File: config.mk
export PLATFORM = sky130hd
export DESIGN_NAME = umb_modem_baud
export DESIGN_NICKNAME = d
export VERILOG_FILES = /design/src/rtl/umb_pkg.sv /design/src/rtl/umb_modem_baud.sv
export SDC_FILE = /design/constraint.sdc
export NUM_CORES = 1
export LEC_CHECK = 0
export ABC_AREA = 1
export CAP_MARGIN = 5
export CORE_MARGIN = 5
export CORE_UTILIZATION = 66
export CTS_BUF_LIST = sky130_fd_sc_hd__clkbuf_8
export DETAILED_ROUTE_END_ITERATION = 10
export DONT_BUFFER_PORTS = 1
export PLACE_DENSITY = 0.87
export SLEW_MARGIN = 15
export SYNTH_ARGS = -nofsm -noshare
export SYNTH_HDL_FRONTEND = slang
export SYNTH_SLANG_ARGS = --single-unit
File: constraint.sdc
create_clock -name clk_sys -period 3.6 [get_ports clk_sys]
set_input_delay 0.72 -clock clk_sys [delete_from_list [all_inputs] [get_ports clk_sys]]
set_output_delay 0.72 -clock clk_sys [all_outputs]
set_load 0.02 [all_outputs]
File: src/rtl/umb_pkg.sv
// Package for the modem control, loopback and baud generator block
// Assumes a 32-bit Avalon-MM slave with byte addresses, one word per register
package umb_pkg;

    // ------------------------------------------------------------
    // Register byte offsets
    // ------------------------------------------------------------
    localparam logic [4:0] OFF_LINE_CONTROL   = 5'h00;
    localparam logic [4:0] OFF_DIVISOR_LOW    = 5'h04;
    localparam logic [4:0] OFF_DIVISOR_HIGH   = 5'h08;
    localparam logic [4:0] OFF_INT_ENABLE     = 5'h0c;
    localparam logic [4:0] OFF_MODEM_CONTROL  = 5'h10;
    localparam logic [4:0] OFF_MODEM_STATUS   = 5'h14;
    localparam logic [4:0] OFF_EVENT_STATUS   = 5'h18;
    localparam logic [4:0] OFF_EVENT_CLEAR    = 5'h1c;

    // ------------------------------------------------------------
    // Field positions
    // ------------------------------------------------------------
    localparam int MC_TERMINAL_READY = 0;
    localparam int MC_REQUEST_SEND   = 1;
    localparam int MC_USER_A         = 2;
    localparam int MC_USER_B         = 3;
    localparam int MC_LOOPBACK       = 4;
    localparam int MC_AUTO_FLOW      = 5;
    localparam int LC_DIVISOR_ACCESS = 7;
    localparam int IE_MODEM_STATUS   = 3;
    localparam int EV_MODEM_STATUS   = 0;
    localparam int EV_BAUD_TICK      = 1;

    // ------------------------------------------------------------
    // Reset values and widths
    // ------------------------------------------------------------
    localparam logic [7:0]  MODEM_CONTROL_RST = 8'h00;
    localparam logic [7:0]  LINE_CONTROL_RST  = 8'h00;
    localparam logic [7:0]  INT_ENABLE_RST    = 8'h00;
    localparam logic [15:0] DIVISOR_RST       = 16'h0000;
    localparam int          EVENT_BITS        = 2;
    localparam logic [EVENT_BITS-1:0] EVENT_RST = 2'h0;

endpackage : umb_pkg

File: src/rtl/umb_modem_baud.sv
// Modem control, local loopback, modem status and programmable baud generator
// Assumes asynchronous modem pins (synchronised in two stages), one 20 MHz clock, Avalon-MM slave with waitrequest
//
// The register offsets and register access over Avalon-MM were decided locally.
`timescale 1ns/1ps
`default_nettype none

module umb_modem_baud
    import umb_pkg::*;
#(
    parameter int DIV_WIDTH = 16
) (
    input  wire logic        clk_sys,
    input  wire logic        rst,
    // Avalon-MM slave
    input  wire logic [4:0]  avs_address,
    input  wire logic        avs_read,
    input  wire logic        avs_write,
    input  wire logic [31:0] avs_writedata,
    input  wire logic [3:0]  avs_byteenable,
    output logic [31:0]      avs_readdata,
    output logic             avs_waitrequest,
    output logic [1:0]       avs_response,
    // Reference clock enable, one cycle per reference clock edge
    input  wire logic        reference_clock_input,
    output logic             baud_tick,
    // Serial path
    input  wire logic        serial_input,
    input  wire logic        transmit_shift_register,
    output logic             serial_output,
    output logic             receive_shift_input,
    // Modem pins, active low
    input  wire logic        cts_n,
    input  wire logic        dsr_n,
    input  wire logic        ri_n,
    input  wire logic        dcd_n,
    output logic             dtr_n,
    output logic             rts_n,
    output logic             user_output_a_n,
    output logic             user_output_b_n,
    // Flow control state for the transmitter and receiver, loopback flag and interrupt requests
    output logic             auto_rts_enable,
    output logic             auto_cts_enable,
    output logic             loopback_active,
    output logic             modem_status_irq,
    output logic             irq
);

    // ------------------------------------------------------------
    // Registers
    // ------------------------------------------------------------
    logic [7:0]            modem_control_q;
    logic [7:0]            line_control_q;
    logic [7:0]            int_enable_q;
    logic [7:0]            divisor_low_q;
    logic [7:0]            divisor_high_q;
    logic [3:0]            change_q;
    logic [3:0]            pin_meta_q;
    logic [3:0]            pin_sync_q;
    logic [3:0]            level_q;
    logic                  level_valid_q;
    logic [DIV_WIDTH-1:0]  baud_count_q;
    logic                  baud_tick_q;
    logic [EVENT_BITS-1:0] event_status_q;
    logic [EVENT_BITS-1:0] event_enable_q;
    logic                  ack_q;

    logic                  loop;
    logic                  auto_flow;
    logic [3:0]            level_d;
    logic [3:0]            change_set;
    logic                  bus_req;
    logic                  wr_hit;
    logic                  rd_hit;
    logic                  div_load;
    logic [EVENT_BITS-1:0] event_set;
    logic [EVENT_BITS-1:0] event_clr;
    logic [31:0]           rd_data;
    logic                  rd_ok;

    assign loop      = modem_control_q[MC_LOOPBACK];
    assign auto_flow = modem_control_q[MC_AUTO_FLOW];

    // ------------------------------------------------------------
    // Bus handshake: one wait cycle, answer on the second edge
    // ------------------------------------------------------------
    // Every access takes exactly two edges: the first registers read data,
    // the second is the answer edge where writes and read clears act.
    // The master must hold its request until the second edge.
    assign bus_req         = avs_read | avs_write;
    assign avs_waitrequest = bus_req & ~ack_q;
    assign wr_hit          = avs_write & ack_q & avs_byteenable[0];
    assign rd_hit          = avs_read & ack_q;

    always_ff @(posedge clk_sys or posedge rst) begin
        if (rst) begin
            ack_q <= 1'b0;
        end else begin
            ack_q <= bus_req & ~ack_q;
        end
    end

    // ------------------------------------------------------------
    // Control registers
    // ------------------------------------------------------------
    always_ff @(posedge clk_sys or posedge rst) begin
        if (rst) begin
            modem_control_q <= MODEM_CONTROL_RST;
            line_control_q  <= LINE_CONTROL_RST;
            int_enable_q    <= INT_ENABLE_RST;
            event_enable_q  <= EVENT_RST;
        end else if (wr_hit) begin
            unique case (avs_address)
                OFF_MODEM_CONTROL: modem_control_q <= {2'h0, avs_writedata[5:0]};
                OFF_LINE_CONTROL:  line_control_q  <= avs_writedata[7:0];
                OFF_INT_ENABLE: begin
                    if (!line_control_q[LC_DIVISOR_ACCESS]) begin
                        int_enable_q <= avs_writedata[7:0];
                    end
                end
                OFF_EVENT_STATUS:  event_enable_q <= avs_writedata[EVENT_BITS-1:0];
                default: ;
            endcase
        end
    end

    // ------------------------------------------------------------
    // Divisor latches
    // ------------------------------------------------------------
    assign div_load = wr_hit & line_control_q[LC_DIVISOR_ACCESS]
                    & ((avs_address == OFF_DIVISOR_LOW) | (avs_address == OFF_DIVISOR_HIGH));

    always_ff @(posedge clk_sys or posedge rst) begin
        if (rst) begin
            divisor_low_q  <= DIVISOR_RST[7:0];
            divisor_high_q <= DIVISOR_RST[15:8];
        end else if (div_load) begin
            if (avs_address == OFF_DIVISOR_LOW) begin
                divisor_low_q <= avs_writedata[7:0];
            end else begin
                divisor_high_q <= avs_writedata[7:0];
            end
        end
    end

    // ------------------------------------------------------------
    // Baud counter: counts reference edges, tick every divisor edges
    // ------------------------------------------------------------
    logic [15:0] divisor;
    logic [15:0] divisor_next;
    logic        divisor_zero;

    // A zero divisor parks the counter instead of ticking every edge
    assign divisor_zero = (divisor == 16'h0000);
    assign divisor = {divisor_high_q, divisor_low_q};
    assign divisor_next = (avs_address == OFF_DIVISOR_LOW)
                        ? {divisor_high_q, avs_writedata[7:0]}
                        : {avs_writedata[7:0], divisor_low_q};

    always_ff @(posedge clk_sys or posedge rst) begin
        if (rst) begin
            baud_count_q <= '0;
            baud_tick_q  <= 1'b0;
        end else if (div_load) begin
            baud_count_q <= DIV_WIDTH'(divisor_next);
            baud_tick_q  <= 1'b0;
        end else if (reference_clock_input && !divisor_zero) begin
            if (baud_count_q <= DIV_WIDTH'(1)) begin
                baud_count_q <= DIV_WIDTH'(divisor);
                baud_tick_q  <= 1'b1;
            end else begin
                baud_count_q <= baud_count_q - DIV_WIDTH'(1);
                baud_tick_q  <= 1'b0;
            end
        end else begin
            baud_tick_q <= 1'b0;
        end
    end

    assign baud_tick = baud_tick_q;

    // ------------------------------------------------------------
    // Modem inputs: synchronise, then pick pins or loopback source
    // ------------------------------------------------------------
    always_ff @(posedge clk_sys or posedge rst) begin
        if (rst) begin
            pin_meta_q <= 4'h0;
            pin_sync_q <= 4'h0;
        end else begin
            pin_meta_q <= {~dcd_n, ~ri_n, ~dsr_n, ~cts_n};
            pin_sync_q <= pin_meta_q;
        end
    end

    // Order: bit0 CTS, bit1 DSR, bit2 RI, bit3 DCD (asserted levels)
    assign level_d = loop
                   ? {modem_control_q[MC_USER_B], modem_control_q[MC_USER_A],
                      modem_control_q[MC_TERMINAL_READY], modem_control_q[MC_REQUEST_SEND]}
                   : pin_sync_q;

    always_ff @(posedge clk_sys or posedge rst) begin
        if (rst) begin
            level_q       <= 4'h0;
            level_valid_q <= 1'b0;
        end else begin
            level_q       <= level_d;
            level_valid_q <= 1'b1;
        end
    end

    // ------------------------------------------------------------
    // Change indicators, one flop per modem input
    // ------------------------------------------------------------
    logic       status_read;
    logic [3:0] edge_any;
    logic [3:0] edge_fall;
    logic [3:0] flag_hold_clear;

    // A status read clears all four indicators at the answer edge
    assign status_read = rd_hit & (avs_address == OFF_MODEM_STATUS);

    // Nothing is flagged until the level register holds a real sample
    assign edge_any  = level_valid_q ? (level_d ^ level_q) : 4'h0;
    // Ring trailing edge: asserted RI goes inactive, pin goes low to high
    assign edge_fall = level_valid_q ? (level_q & ~level_d) : 4'h0;

    // The CTS indicator is held clear while automatic flow control runs
    assign flag_hold_clear = {3'h0, auto_flow};

    assign change_set[0] = edge_any[0] & ~auto_flow;
    assign change_set[1] = edge_any[1];
    assign change_set[2] = edge_fall[2];
    assign change_set[3] = edge_any[3];

    // Set wins over a read in the same cycle, so a change at the answer edge is not lost
    always_ff @(posedge clk_sys or posedge rst) begin
        if (rst) begin
            change_q <= 4'h0;
        end else begin
            for (int i = 0; i < 4; i++) begin
                if (change_set[i]) begin
                    change_q[i] <= 1'b1;
                end else if (status_read || flag_hold_clear[i]) begin
                    change_q[i] <= 1'b0;
                end
            end
        end
    end

    // ------------------------------------------------------------
    // Modem status interrupt
    // ------------------------------------------------------------
    // Loopback needs no case of its own: the levels already come from the
    // control bits there, and the enable bit gates the request either way
    assign modem_status_irq = int_enable_q[IE_MODEM_STATUS] & (|change_q);

    // ------------------------------------------------------------
    // Interrupt events
    // ------------------------------------------------------------
    logic event_clr_hit;

    // Write-one-to-clear strobe, acting at the answer edge only
    assign event_clr_hit = wr_hit & (avs_address == OFF_EVENT_CLEAR);
    assign event_set     = {baud_tick_q, modem_status_irq};
    assign event_clr     = event_clr_hit ? avs_writedata[EVENT_BITS-1:0] : EVENT_RST;

    // Set wins over clear so an event in the clear cycle is kept
    always_ff @(posedge clk_sys or posedge rst) begin
        if (rst) begin
            event_status_q <= EVENT_RST;
        end else begin
            event_status_q <= event_set | (event_status_q & ~event_clr);
        end
    end

    assign irq = |(event_status_q & event_enable_q);

    // ------------------------------------------------------------
    // Serial path
    // ------------------------------------------------------------
    assign loopback_active     = loop;
    // Loopback parks the line in the idle marking state
    assign serial_output       = loop | transmit_shift_register;
    assign receive_shift_input = loop ? transmit_shift_register : serial_input;

    // ------------------------------------------------------------
    // Modem control outputs
    // ------------------------------------------------------------
    logic [3:0] ctl_pin_n;

    // Outside loopback, control bits 0 to 3 map one to one onto the four output pins
    for (genvar gp = 0; gp < 4; gp++) begin : g_ctl_pin
        assign ctl_pin_n[gp] = loop | ~modem_control_q[gp];
    end

    assign dtr_n           = ctl_pin_n[MC_TERMINAL_READY];
    assign rts_n           = ctl_pin_n[MC_REQUEST_SEND];
    assign user_output_a_n = ctl_pin_n[MC_USER_A];
    assign user_output_b_n = ctl_pin_n[MC_USER_B];

    // ------------------------------------------------------------
    // Flow control
    // ------------------------------------------------------------
    // CTS gating alone while request-to-send is clear, both when it is set
    assign auto_cts_enable = auto_flow;
    assign auto_rts_enable = auto_flow & modem_control_q[MC_REQUEST_SEND];

    // ------------------------------------------------------------
    // Read mux
    // ------------------------------------------------------------
    always_comb begin
        rd_data = 32'h0000_0000;
        rd_ok   = 1'b1;
        unique case (avs_address)
            OFF_LINE_CONTROL:  rd_data[7:0] = line_control_q;
            OFF_DIVISOR_LOW:   rd_data[7:0] = divisor_low_q;
            OFF_DIVISOR_HIGH:  rd_data[7:0] = divisor_high_q;
            OFF_INT_ENABLE:    rd_data[7:0] = int_enable_q;
            OFF_MODEM_CONTROL: rd_data[7:0] = modem_control_q;
            OFF_MODEM_STATUS:  rd_data[7:0] = {level_q, change_q};
            OFF_EVENT_STATUS:  rd_data[EVENT_BITS-1:0] = event_status_q;
            OFF_EVENT_CLEAR:   rd_data = 32'h0000_0000;
            default:           rd_ok = 1'b0;
        endcase
    end

    always_ff @(posedge clk_sys or posedge rst) begin
        if (rst) begin
            avs_readdata <= 32'h0000_0000;
            avs_response <= 2'h0;
        end else if (avs_read && !ack_q) begin
            avs_readdata <= rd_data;
            avs_response <= rd_ok ? 2'h0 : 2'h2;
        end
    end

endmodule : umb_modem_baud

`default_nettype wire

==> flow_summary.toml, run 1 <==
[synth]
seq_area_frac_synth_pct = 43.0
synthTopCellsByArea = "dfrtp_1 (43%), nand2_1 (15%), o21ai_0 (5.9%)"
yosys_warnings = 0
yosysTopAreaCell = "dfrtp_1"
synth_top_area_share_pct = 43.0
async_reset_ff_share_pct = 100
syn_area_per_cell_sq_um = 7.39
synth_area_sq_mm = 0.00500
syn_inst = 677
ys.flop_type = "dfrtp_1"
synth_enable_flop_cells = 0
ys_ff_latch = 86
ys_types = 35

[detailed_routing]
drc = 0
finalWirelength_um = 12100
post_drt_wl_per_cell_um = 15.5
via_count = 4345
ant_nets = 0
routed_via_density = 5.60
first_pass_iters = 5
drt_iter0_drc = 414

[cts]
clockRootBuffer = "clkbuf_8"
path_clk_slew_ns = 0.10
post_cts_buffers = 0
cts_buffers = 9
htreeDepth = 3
clockBufferDepth = 2
cts.sinks = 86
cts_hold_buf = 0
cts-resized-gates = 0
cts_tree = "yes"
insertion_delay_ns = 0.38

[timing]
rsz0062_at_grt = "false"
tightest_slew_ns = 0.707
fmax_mhz = 408
fin_skew_ns = 0.0118
finalCritPeriodShare_pct = 68.1
slew_violations = 0
hold_viol = 0
slew_headroom_pct = 52.3
setup_violations = 0
min_period_ns = 2.45
tns_ns = 0

[critical_path]
cp.required_ns = 2.88
crit_fanout = 2
crit_type = "reg -> out"
arrival_ns = 1.73
setup.worst_path.end_class = "output pin"
cp-start-kind = "register"

[floorplan]
chipHeight_um = 97.0
die_w_um = 97.0
rows = 31
die-area_sq_mm = 0.00942
core_sq_mm = 0.00733
initial_core_util_pct = 68.2
ioPinCount = 99

[layout]
seqCellArea_sq_mm = 0.00215
antenna_cells = 0
multi_input_area_sq_mm = 0.00231
drive_gt1_share_pct = 11.5
area_growth_pct = 2.63
fillCellCount = 577
fin_nets = 726

[placement]
hpwlAfterDp_um = 8880
io_buffer_count = 0
gp_congestion = 0.914

[pwr]
power.leakage_nw = 2.59
peakVddDrop_v = 0.000325
power_density_mw_per_mm2 = 454
power_mw = 2.33

[global_routing]
antenna_found_initial = 0
gr-total-overflow = 0
grt_pass1_vias = 4137
grt_usage_pct = 26.2
grt_pass1_wl_um = 20100
grt_max_degree = 87

[run]
maxCapViolCount = 0

[run_status]
status = "finished, final reports clean"

[min_path]
hold_class = "in -> async"
-- layer usage --
| metal | up-vias | share of wire [%] | global-route usage (%) |
|---|---|---|---|
| met2 | 199 | 49 | 42.5 |
| met1 | 2031 | 39 | 33.2 |
| met3 | 39 | 8.5 | 6.04 |
| li1 | 2076 | - | - |
| met4 | 0 | 3.7 | 12.5 |
| met5 | - | 0 | 0 |
-- synth_stat cells, drive strengths merged (3+ instances only) --
cell type	instances
nand2	199
nor2	87
o22ai	8
buf	38
a21oi	24
dfrtp	86
nand3	48
nand3b	5
clkbuf	3
or2	5
nor3	3
inv	87
o21ai	70
-- logic make-up (layout without fill, tap and decap cells) --
group,Yosys count,count (layout),share of synthesized area [%]
compound gates,111,111,13.0
fa+ha+maj,2,2,0.500
buf+inv,129,105,12.5
flops,86,86,43.0
other cells,2,26,0.150
simple gates,347,347,30.8
-- state kept, by name (all words and copies together), names as in the netlist --
signal,cells
baud_count_q,16
avs_readdata,8
divisor_high_q,8
divisor_low_q,8
int_enable_q,8
line_control_q,8
modem_control_q,6
change_q,4
level_q,4
pin_meta_q,4
pin_sync_q,4
event_enable_q,2
event_status_q,2
ack_q,1
avs_response,1
baud_tick,1
level_valid_q,1
-- through the flow --
stage | util (%) | hold WS [ns] | worst slack [ns] | std cells | area, sq um
finish | 70.0 | 0.280 | 1.15 | 776 | 5130
global placement | 67.4 | 0.331 | 1.20 | 760 | 4940
CTS | 70.0 | 0.341 | 1.11 | 776 | 5130
global route | 70.0 | 0.334 | 0.997 | 776 | 5130
detailed placement | 67.4 | 0.336 | 1.13 | 760 | 4940
floorplan | - | 0.331 | 0.658 | 701 | 5090
-- path summary, 6_finish.rpt --
path | slack (ns) | startpoint | endpoint | cells past startpoint
setup / recovery | 1.15 | change_q[2] | modem_status_irq | 2
hold / removal | 0.28 | rst | baud_tick | 2
min in group clk_sys | 0.36 | pin_meta_q[3] | pin_sync_q[3] | 0
max in group asynchronous | 2.93 | rst | divisor_low_q[7] | 2
hold reg to reg | 0.36 | pin_meta_q[3] | pin_sync_q[3] | 0
setup reg to reg | 1.74 | ack_q | baud_count_q[15] | 7
-- layout by cell type, fill, tap and decap left out --
cell and instances:
nand2_1 194, dfrtp_1 86, nor2_1 75, inv_1 70, o21ai_0 59, nand3_1 42
conb_1 26, inv_2 16, a21oi_1 16, clkbuf_8 9, o21ai_2 8, o22ai_1 8
a21oi_2 8, nor2_4 6, nor2_2 5, nand3b_1 5, or2_2 5, nand3_2 4
nand2_2 3, o21ai_1 3, nor3_1 3, nand3_4 2, nand2_4 2, a211oi_1 2
o211ai_1 2, o21bai_1 2, ha_1 2, clkinvlp_4 2, clkinv_4 2, nor2_8 1
clkinv_1 1, o41ai_1 1, a22o_1 1, clkinv_2 1, o21a_1 1, inv_6 1
inv_8 1, clkinv_8 1, buf_12 1
-- power by group --
group	internal [mW]	leakage, nW	total [mW]	switching, mW
logic	0.149	1.53	0.448	0.299
clock network	0.266	0.0907	0.662	0.396
registers	1.09	0.974	1.22	0.133
total	1.50	2.59	2.33	0.828
-- cell type report --
cell class / instances / share of cell area (%)
multi-input cells: 486 / 45.1
flip-flops and latches: 86 / 41.9
inverters: 88 / 6.46
clock buffers: 9 / 2.41
well taps: 99 / 2.41
clock inverters: 7 / 1.34
repair buffers: 1 / 0.390
-- critical path, cell delays in order, from the launching register on --
cell and delay [ns]:
dfrtp_1 0.40, o41ai_1 0.68, inv_1 0.27
Power figures use the tool's default switching activity.
==> run 2: changes to the inputs <==
--- a/config.mk
+++ b/config.mk
@@ -5,7 +5,7 @@
 export SDC_FILE = /design/constraint.sdc
 export NUM_CORES = 1
 export LEC_CHECK = 0
-export ABC_AREA = 1
+export ABC_AREA = 0
 export CAP_MARGIN = 5
 export CORE_MARGIN = 5
 export CORE_UTILIZATION = 66
==> constraint.sdc (replaced) <==
create_clock -name clk_sys -period 2.3 [get_ports clk_sys]
set_input_delay 0.46 -clock clk_sys [delete_from_list [all_inputs] [get_ports clk_sys]]
set_output_delay 0.46 -clock clk_sys [all_outputs]
set_load 0.02 [all_outputs]
==> run 2 against run 1 <==
Via count decreased by 17%; core utilization increased by 3.8 points; count of clock-buffer cells in the layout unchanged; clock power increased by 65%; setup slack got worse by 1.0 ns; critical path depth increased by 5; global-route usage increased by 2.2 points; first-iteration DRC count decreased by 2.9%; critical path type is now reg -> reg; area after synthesis decreased by 7.7%.
==> flow_summary.toml, run 2 <==
[cts]
cts_buffers = 9
insertion_delay_ns = 0.38
cts-resized-gates = 0
post_cts_buffers = 0
clockBufferDepth = 2
cts.sinks = 86
htreeDepth = 3
cts_tree = "yes"
path_clk_slew_ns = 0.10
clockRootBuffer = "clkbuf_8"

[global_routing]
grt_pass1_wl_um = 19000
gr-total-overflow = 0
grt_pass1_vias = 3641
antenna_found_initial = 0
grt_max_degree = 47
grt_usage_pct = 28.4

[critical_path]
path_common_cell = "buf_4"
rr_endpoint = "baud_count_q[10]"
reg2regPathDepth = 7
crit_fanout = 8
crit_path_max_incr_delay_ns = 0.43
setup.worst_path.end_class = "register"
r2r_slack_ns = 0.12
path_cells = "nor4_1 -> buf_4 -> nand4_1 -> or2_1 -> buf_4 -> mux2i_1 -> o21ai_1"
crit_path_start = "baud_count_q[7]"
crit_type = "reg -> reg"
cp-start-kind = "register"
cp.required_ns = 2.55
critPathCapture = "baud_count_q[10]"
arrival_ns = 2.43
crit-reg2reg-launch = "baud_count_q[7]"
cp_slowest_cell = "dfrtp_1"

[pwr]
sequentialPowerShare_pct = 52.2
comb_power_share_pct = 17.2
power_density_mw_per_mm2 = 709
p_switching_mw = 1.19
power.leakage_nw = 2.26
peakVddDrop_v = 0.000579
clockPowerShare_pct = 30.5
power_mw = 3.56
switching_share_pct = 33.5
power.internal_mw = 2.37

[timing]
fmax_mhz = 458
tightest_slew_ns = 0.811
finalCritPeriodShare_pct = 94.9
rsz0062_at_grt = "false"
min_period_ns = 2.18
hold_viol = 0
setup_violations = 0
slew_headroom_pct = 45.5
slew_violations = 0
tns_ns = 0
fin_skew_ns = 0.0124

[synth]
async_reset_ff_share_pct = 100
synth_area_sq_mm = 0.00461
yosys_warnings = 0
synth_top_area_share_pct = 46.6
ys_types = 58
ys.flop_type = "dfrtp_1"
syn_inst = 417
yosysTopAreaCell = "dfrtp_1"
yosysMostFrequentCell = "dfrtp_1"
synthTopCellsByArea = "dfrtp_1 (47%), mux2_2 (12%), buf_4 (4.1%)"
syn_area_per_cell_sq_um = 11.1
ys_ff_latch = 86
synthTopCellsByCount = "dfrtp_1 (86), mux2_2 (48), nor2_1 (32)"
seq_area_frac_synth_pct = 46.6
synth_enable_flop_cells = 0

[layout]
fin_nets = 492
largest_reg_flops = 16
final_common_cell = "dfrtp_1"
area_growth_pct = 8.70
drive_gt1_share_pct = 25.3
antenna_cells = 0
largest-register = "baud_count_q"
final_cell_mix = "dfrtp_1 (86), mux2_2 (48), nor2_1 (32), buf_4 (28), conb_1 (26)"
finalCoreUtilization_pct = 73.8

[placement]
hpwlAfterDp_um = 8230
gp_congestion = 0.896
io_buffer_count = 0

[detailed_routing]
routed_via_density = 6.65
first_pass_iters = 5
finalWirelength_um = 11800
via_count = 3586
drt_iter0_drc = 402
drc = 0
ant_nets = 0
post_drt_wl_per_cell_um = 22.0

[floorplan]
die_w_um = 93.6
core_sq_mm = 0.00679
ioPinCount = 99
die-area_sq_mm = 0.00876
initial_core_util_pct = 67.9
chipHeight_um = 93.6
rows = 30

[min_path]
hold_depth = 1
hold_class = "in -> reg"

[run]
maxCapViolCount = 0

[run_status]
status = "finished, final reports clean"
==> run 2: cell count changes after synthesis, sizes merged, moves of 6 or more <==
cell    previous run  this run
a21oi             24        15
a221oi             0         7
a22o               1         9
a22oi              0        10
clkbuf             3         9
inv               87        10
mux2               0        48
mux2i              0        11
nand2            199        15
nand3             48         6
nor2              87        32
o21ai             70        23
xnor2              0        10
==> run 2: what timing repair did <==
action | CTS | global route
endpoints found under the setup margin | 0 | 0
hold buffers | 1 | 0
hold endpoints to repair | 15 | 0
==> run 2: stage by stage <==
step                setup WS [ns]  cells  area, sq um  hold WS [ns]
finish                      0.117    539         5020         0.120
global route               0.0275    539         5020         0.103
CTS                         0.136    539         5020         0.109
detailed placement          0.123    522         4810         0.336
global placement            0.149    522         4810         0.332
floorplan                   0.108    441         4710         0.331
==> run 2: power by group through the flow <==
stage          Clock [mW]  Sequential [mW]  Combinational (mW)
5_1_grt              1.16             1.88               0.676
2_1_floorplan           0             1.82               0.551
6_report             1.09             1.86               0.613
3_5_place_dp            0             1.88               0.600
4_1_cts              1.09             1.85               0.609
3_3_place_gp            0             1.87               0.576
==> run 2: logic make-up (layout without fill, tap and decap cells) <==
kind of cell	after synthesis	in the layout	synth area share [%]
AOI/OAI and AO/OA	96	96	15.0
DFF	86	86	46.6
muxes	63	63	16.1
buffers and inverters	56	58	7.27
xor gates and xnor gates	14	14	2.66
and+or+nand+nor	98	98	11.7
adders and majority gates	2	2	0.542
other	2	26	0.163
==> run 2: cell type report <==
| class | count | area, sq um |
|---|---|---|
| Timing Repair Buffer | 32 | 280 |
| Tap cell | 96 | 120 |
| Clock buffer | 9 | 124 |
| Inverter | 10 | 41.3 |
| Clock inverter | 7 | 71.3 |
| Multi-Input combinational cell | 299 | 2230 |
| Sequential cell | 86 | 2150 |
| Fill cell | 449 | 1780 |
==> run 2: worst max-delay path: cells and delay by family, from the launching register on <==
| family | cells | cell delay, ns |
|---|---|---|
| and+or+nand+nor | 3 | 0.92 |
| buffers and inverters | 2 | 0.44 |
| DFF | 1 | 0.43 |
| muxes | 1 | 0.19 |
| AOI/OAI and AO/OA | 1 | 0.08 |
==> run 2: routing by layer <==
metal / wire length [um] / up-vias / GRT usage [%]
met5: 0 / - / 0
met4: 386 / 0 / 12.5
met3: 1290 / 49 / 9.09
met2: 5760 / 250 / 45.0
met1: 4400 / 1762 / 35.9
li1: - / 1525 / -
==> run 2: worst min-delay path by stage <==
stage                        startpoint       endpoint  slack [ns]
final                             dcd_n  pin_meta_q[3]        0.12
after global routing              cts_n  pin_meta_q[0]        0.10
after CTS                         dcd_n  pin_meta_q[3]        0.11
after floorplan           pin_meta_q[0]  pin_sync_q[0]        0.33
after global placement    pin_meta_q[2]  pin_sync_q[2]        0.33
after detailed placement  pin_meta_q[1]  pin_sync_q[1]        0.34
==> run 3: changes to the inputs <==
--- a/config.mk
+++ b/config.mk
@@ -13,6 +13,7 @@
 export DETAILED_ROUTE_END_ITERATION = 10
 export DONT_BUFFER_PORTS = 1
 export PLACE_DENSITY = 0.87
+export REMOVE_ABC_BUFFERS = 1
 export SLEW_MARGIN = 15
 export SYNTH_ARGS = -nofsm -noshare
 export SYNTH_HDL_FRONTEND = slang
==> run 3 against run 2 <==
Flip-flop and latch count is the same; critical endpoint is now baud_count_q[0]; wire length down 3.4%; largest cell class unchanged; highest routed layer unchanged; hold slack worse by 0.081 ns; maximum frequency shrank 1.9%; via count increased by 0.53%.
==> flow_summary.toml, run 3 (synthesized netlist as in run 2, its figures left out) <==
[critical_path]
critPathBufInv = 1
crit_fanout = 7
cpLargestDelayFamily = "simple AND/OR/NAND/NOR gates"
crit_path_max_incr_delay_ns = 0.45
cp_slowest_cell = "dfrtp_1"
cp.required_ns = 2.58
arrival_ns = 2.51
cp-start-kind = "register"
setup.worst_path.end_class = "register"
path_common_cell = "o311ai_1"
crit_type = "reg -> reg"
path_cells = "nor4_2 -> nand4_1 -> buf_4 -> o311ai_1 -> o311ai_1 -> a32oi_1"

[cts]
clockRootBuffer = "clkbuf_8"
cts.sinks = 86
insertion_delay_ns = 0.36
path_clk_slew_ns = 0.09
cts_buffers = 9
cts_tree = "yes"
htreeDepth = 3
post_cts_buffers = 0
clockBufferDepth = 2

[detailed_routing]
post_drt_wl_per_cell_um = 21.6
via_count = 3605
ant_nets = 0
finalWirelength_um = 11400
drc = 0
drt_iter0_drc = 421
first_pass_iters = 5
routed_via_density = 6.80

[global_routing]
gr-total-overflow = 0
grt_max_degree = 38
grt_usage_pct = 27.5
grt_pass1_vias = 3505
antenna_found_initial = 0
grt_pass1_wl_um = 18500

[layout]
final_common_cell = "dfrtp_1"
fin_cells = 530
seqCellArea_sq_mm = 0.00215
fillCellCount = 447
largest-register = "baud_count_q"
finalCoreUtilization_pct = 73.3
fin_nets = 484
area_growth_pct = 7.92
multi_input_area_sq_mm = 0.00223
drive_gt1_share_pct = 24.2
largest_reg_flops = 16
final_cell_mix = "dfrtp_1 (86), mux2_2 (48), nor2_1 (32), conb_1 (26), buf_4 (21)"
antenna_cells = 0

[floorplan]
die_w_um = 93.6
chipHeight_um = 93.6
die-area_sq_mm = 0.00876
core_sq_mm = 0.00679
rows = 30
ioPinCount = 99
initial_core_util_pct = 67.9

[pwr]
power.leakage_nw = 2.23
power_density_mw_per_mm2 = 734
peakVddDrop_v = 0.000450

[timing]
slew_violations = 0
rsz0062_at_grt = "false"
tns_ns = 0
hold_viol = 0
fmax_mhz = 449
setup_violations = 0
min_period_ns = 2.23
tightest_slew_ns = 0.654
finalCritPeriodShare_pct = 96.8
slew_headroom_pct = 56.4
fin_skew_ns = 0.0114

[placement]
dpl.cell_count = 515
io_buffer_count = 0
gp_congestion = 0.875
hpwlAfterDp_um = 7890

[min_path]
hold_class = "in -> async"

[run_status]
status = "finished, final reports clean"

[run]
maxCapViolCount = 0
run 3: routing by layer:
metal	up-vias	part of all wire, %	GRT usage [%]
met5	-	0	0
met4	0	3.7	12.2
met3	54	10	5.47
met1	1771	38	36.8
li1	1523	-	-
met2	257	48	43.5
run 3: final timing paths:
kind | endpoint | slack (ns) | cells past startpoint | startpoint
hold reg to reg | pin_sync_q[0] | 0.36 | 0 | pin_meta_q[0]
min in group clk_sys | pin_meta_q[0] | 0.14 | 1 | cts_n
max in group asynchronous | baud_count_q[3] | 1.59 | 2 | rst
hold / removal | pin_meta_q[2] | 0.04 | 1 | rst
setup / recovery | baud_count_q[0] | 0.07 | 6 | baud_count_q[6]
setup reg to reg | baud_count_q[0] | 0.07 | 6 | baud_count_q[6]
run 3: through the flow:
step / hold slack (ns) / power, mW / setup WS (ns) / instance area, sq um
2_1_floorplan: 0.331 / 2.31 / -0.686 / 4410
3_3_place_gp: 0.331 / 2.43 / 0.128 / 4760
3_5_place_dp: 0.343 / 2.48 / 0.00607 / 4760
4_1_cts: 0.0422 / 3.65 / 0.00508 / 4970
5_1_grt: 0.0806 / 3.82 / 0.00755 / 4980
6_report: 0.0395 / 3.66 / 0.0744 / 4980
run 3: repair_timing:
item,in CTS,in global routing
pin swaps,1,1
setup endpoints to repair,1,13
cloned,0,0
hold buffers,0,0
resized for setup,0,1
run 3: worst register-to-register path, cell delays in order, from the launching register on:
cell and delay [ns]:
dfrtp_1 0.45, nor4_2 0.42, nand4_1 0.35, buf_4 0.28, o311ai_1 0.27, o311ai_1 0.17
a32oi_1 0.21
run 3: report_power, final:
group	leakage [nW]	switching, mW	internal [mW]	total (mW)
registers	1.09	0.206	1.66	1.86
clock network	0.106	0.568	0.615	1.18
logic	1.04	0.336	0.273	0.609
total	2.23	1.11	2.55	3.66
run 3: cell type report:
type                       instances  share of cell area (%)
timing repair buffer              24                    4.37
clock inverter                     6                    1.88
tap                               96                    2.41
sequential                        86                    43.2
clock buffer                       9                    2.49
inverter                          10                   0.779
multi-input combinational        299                    44.8
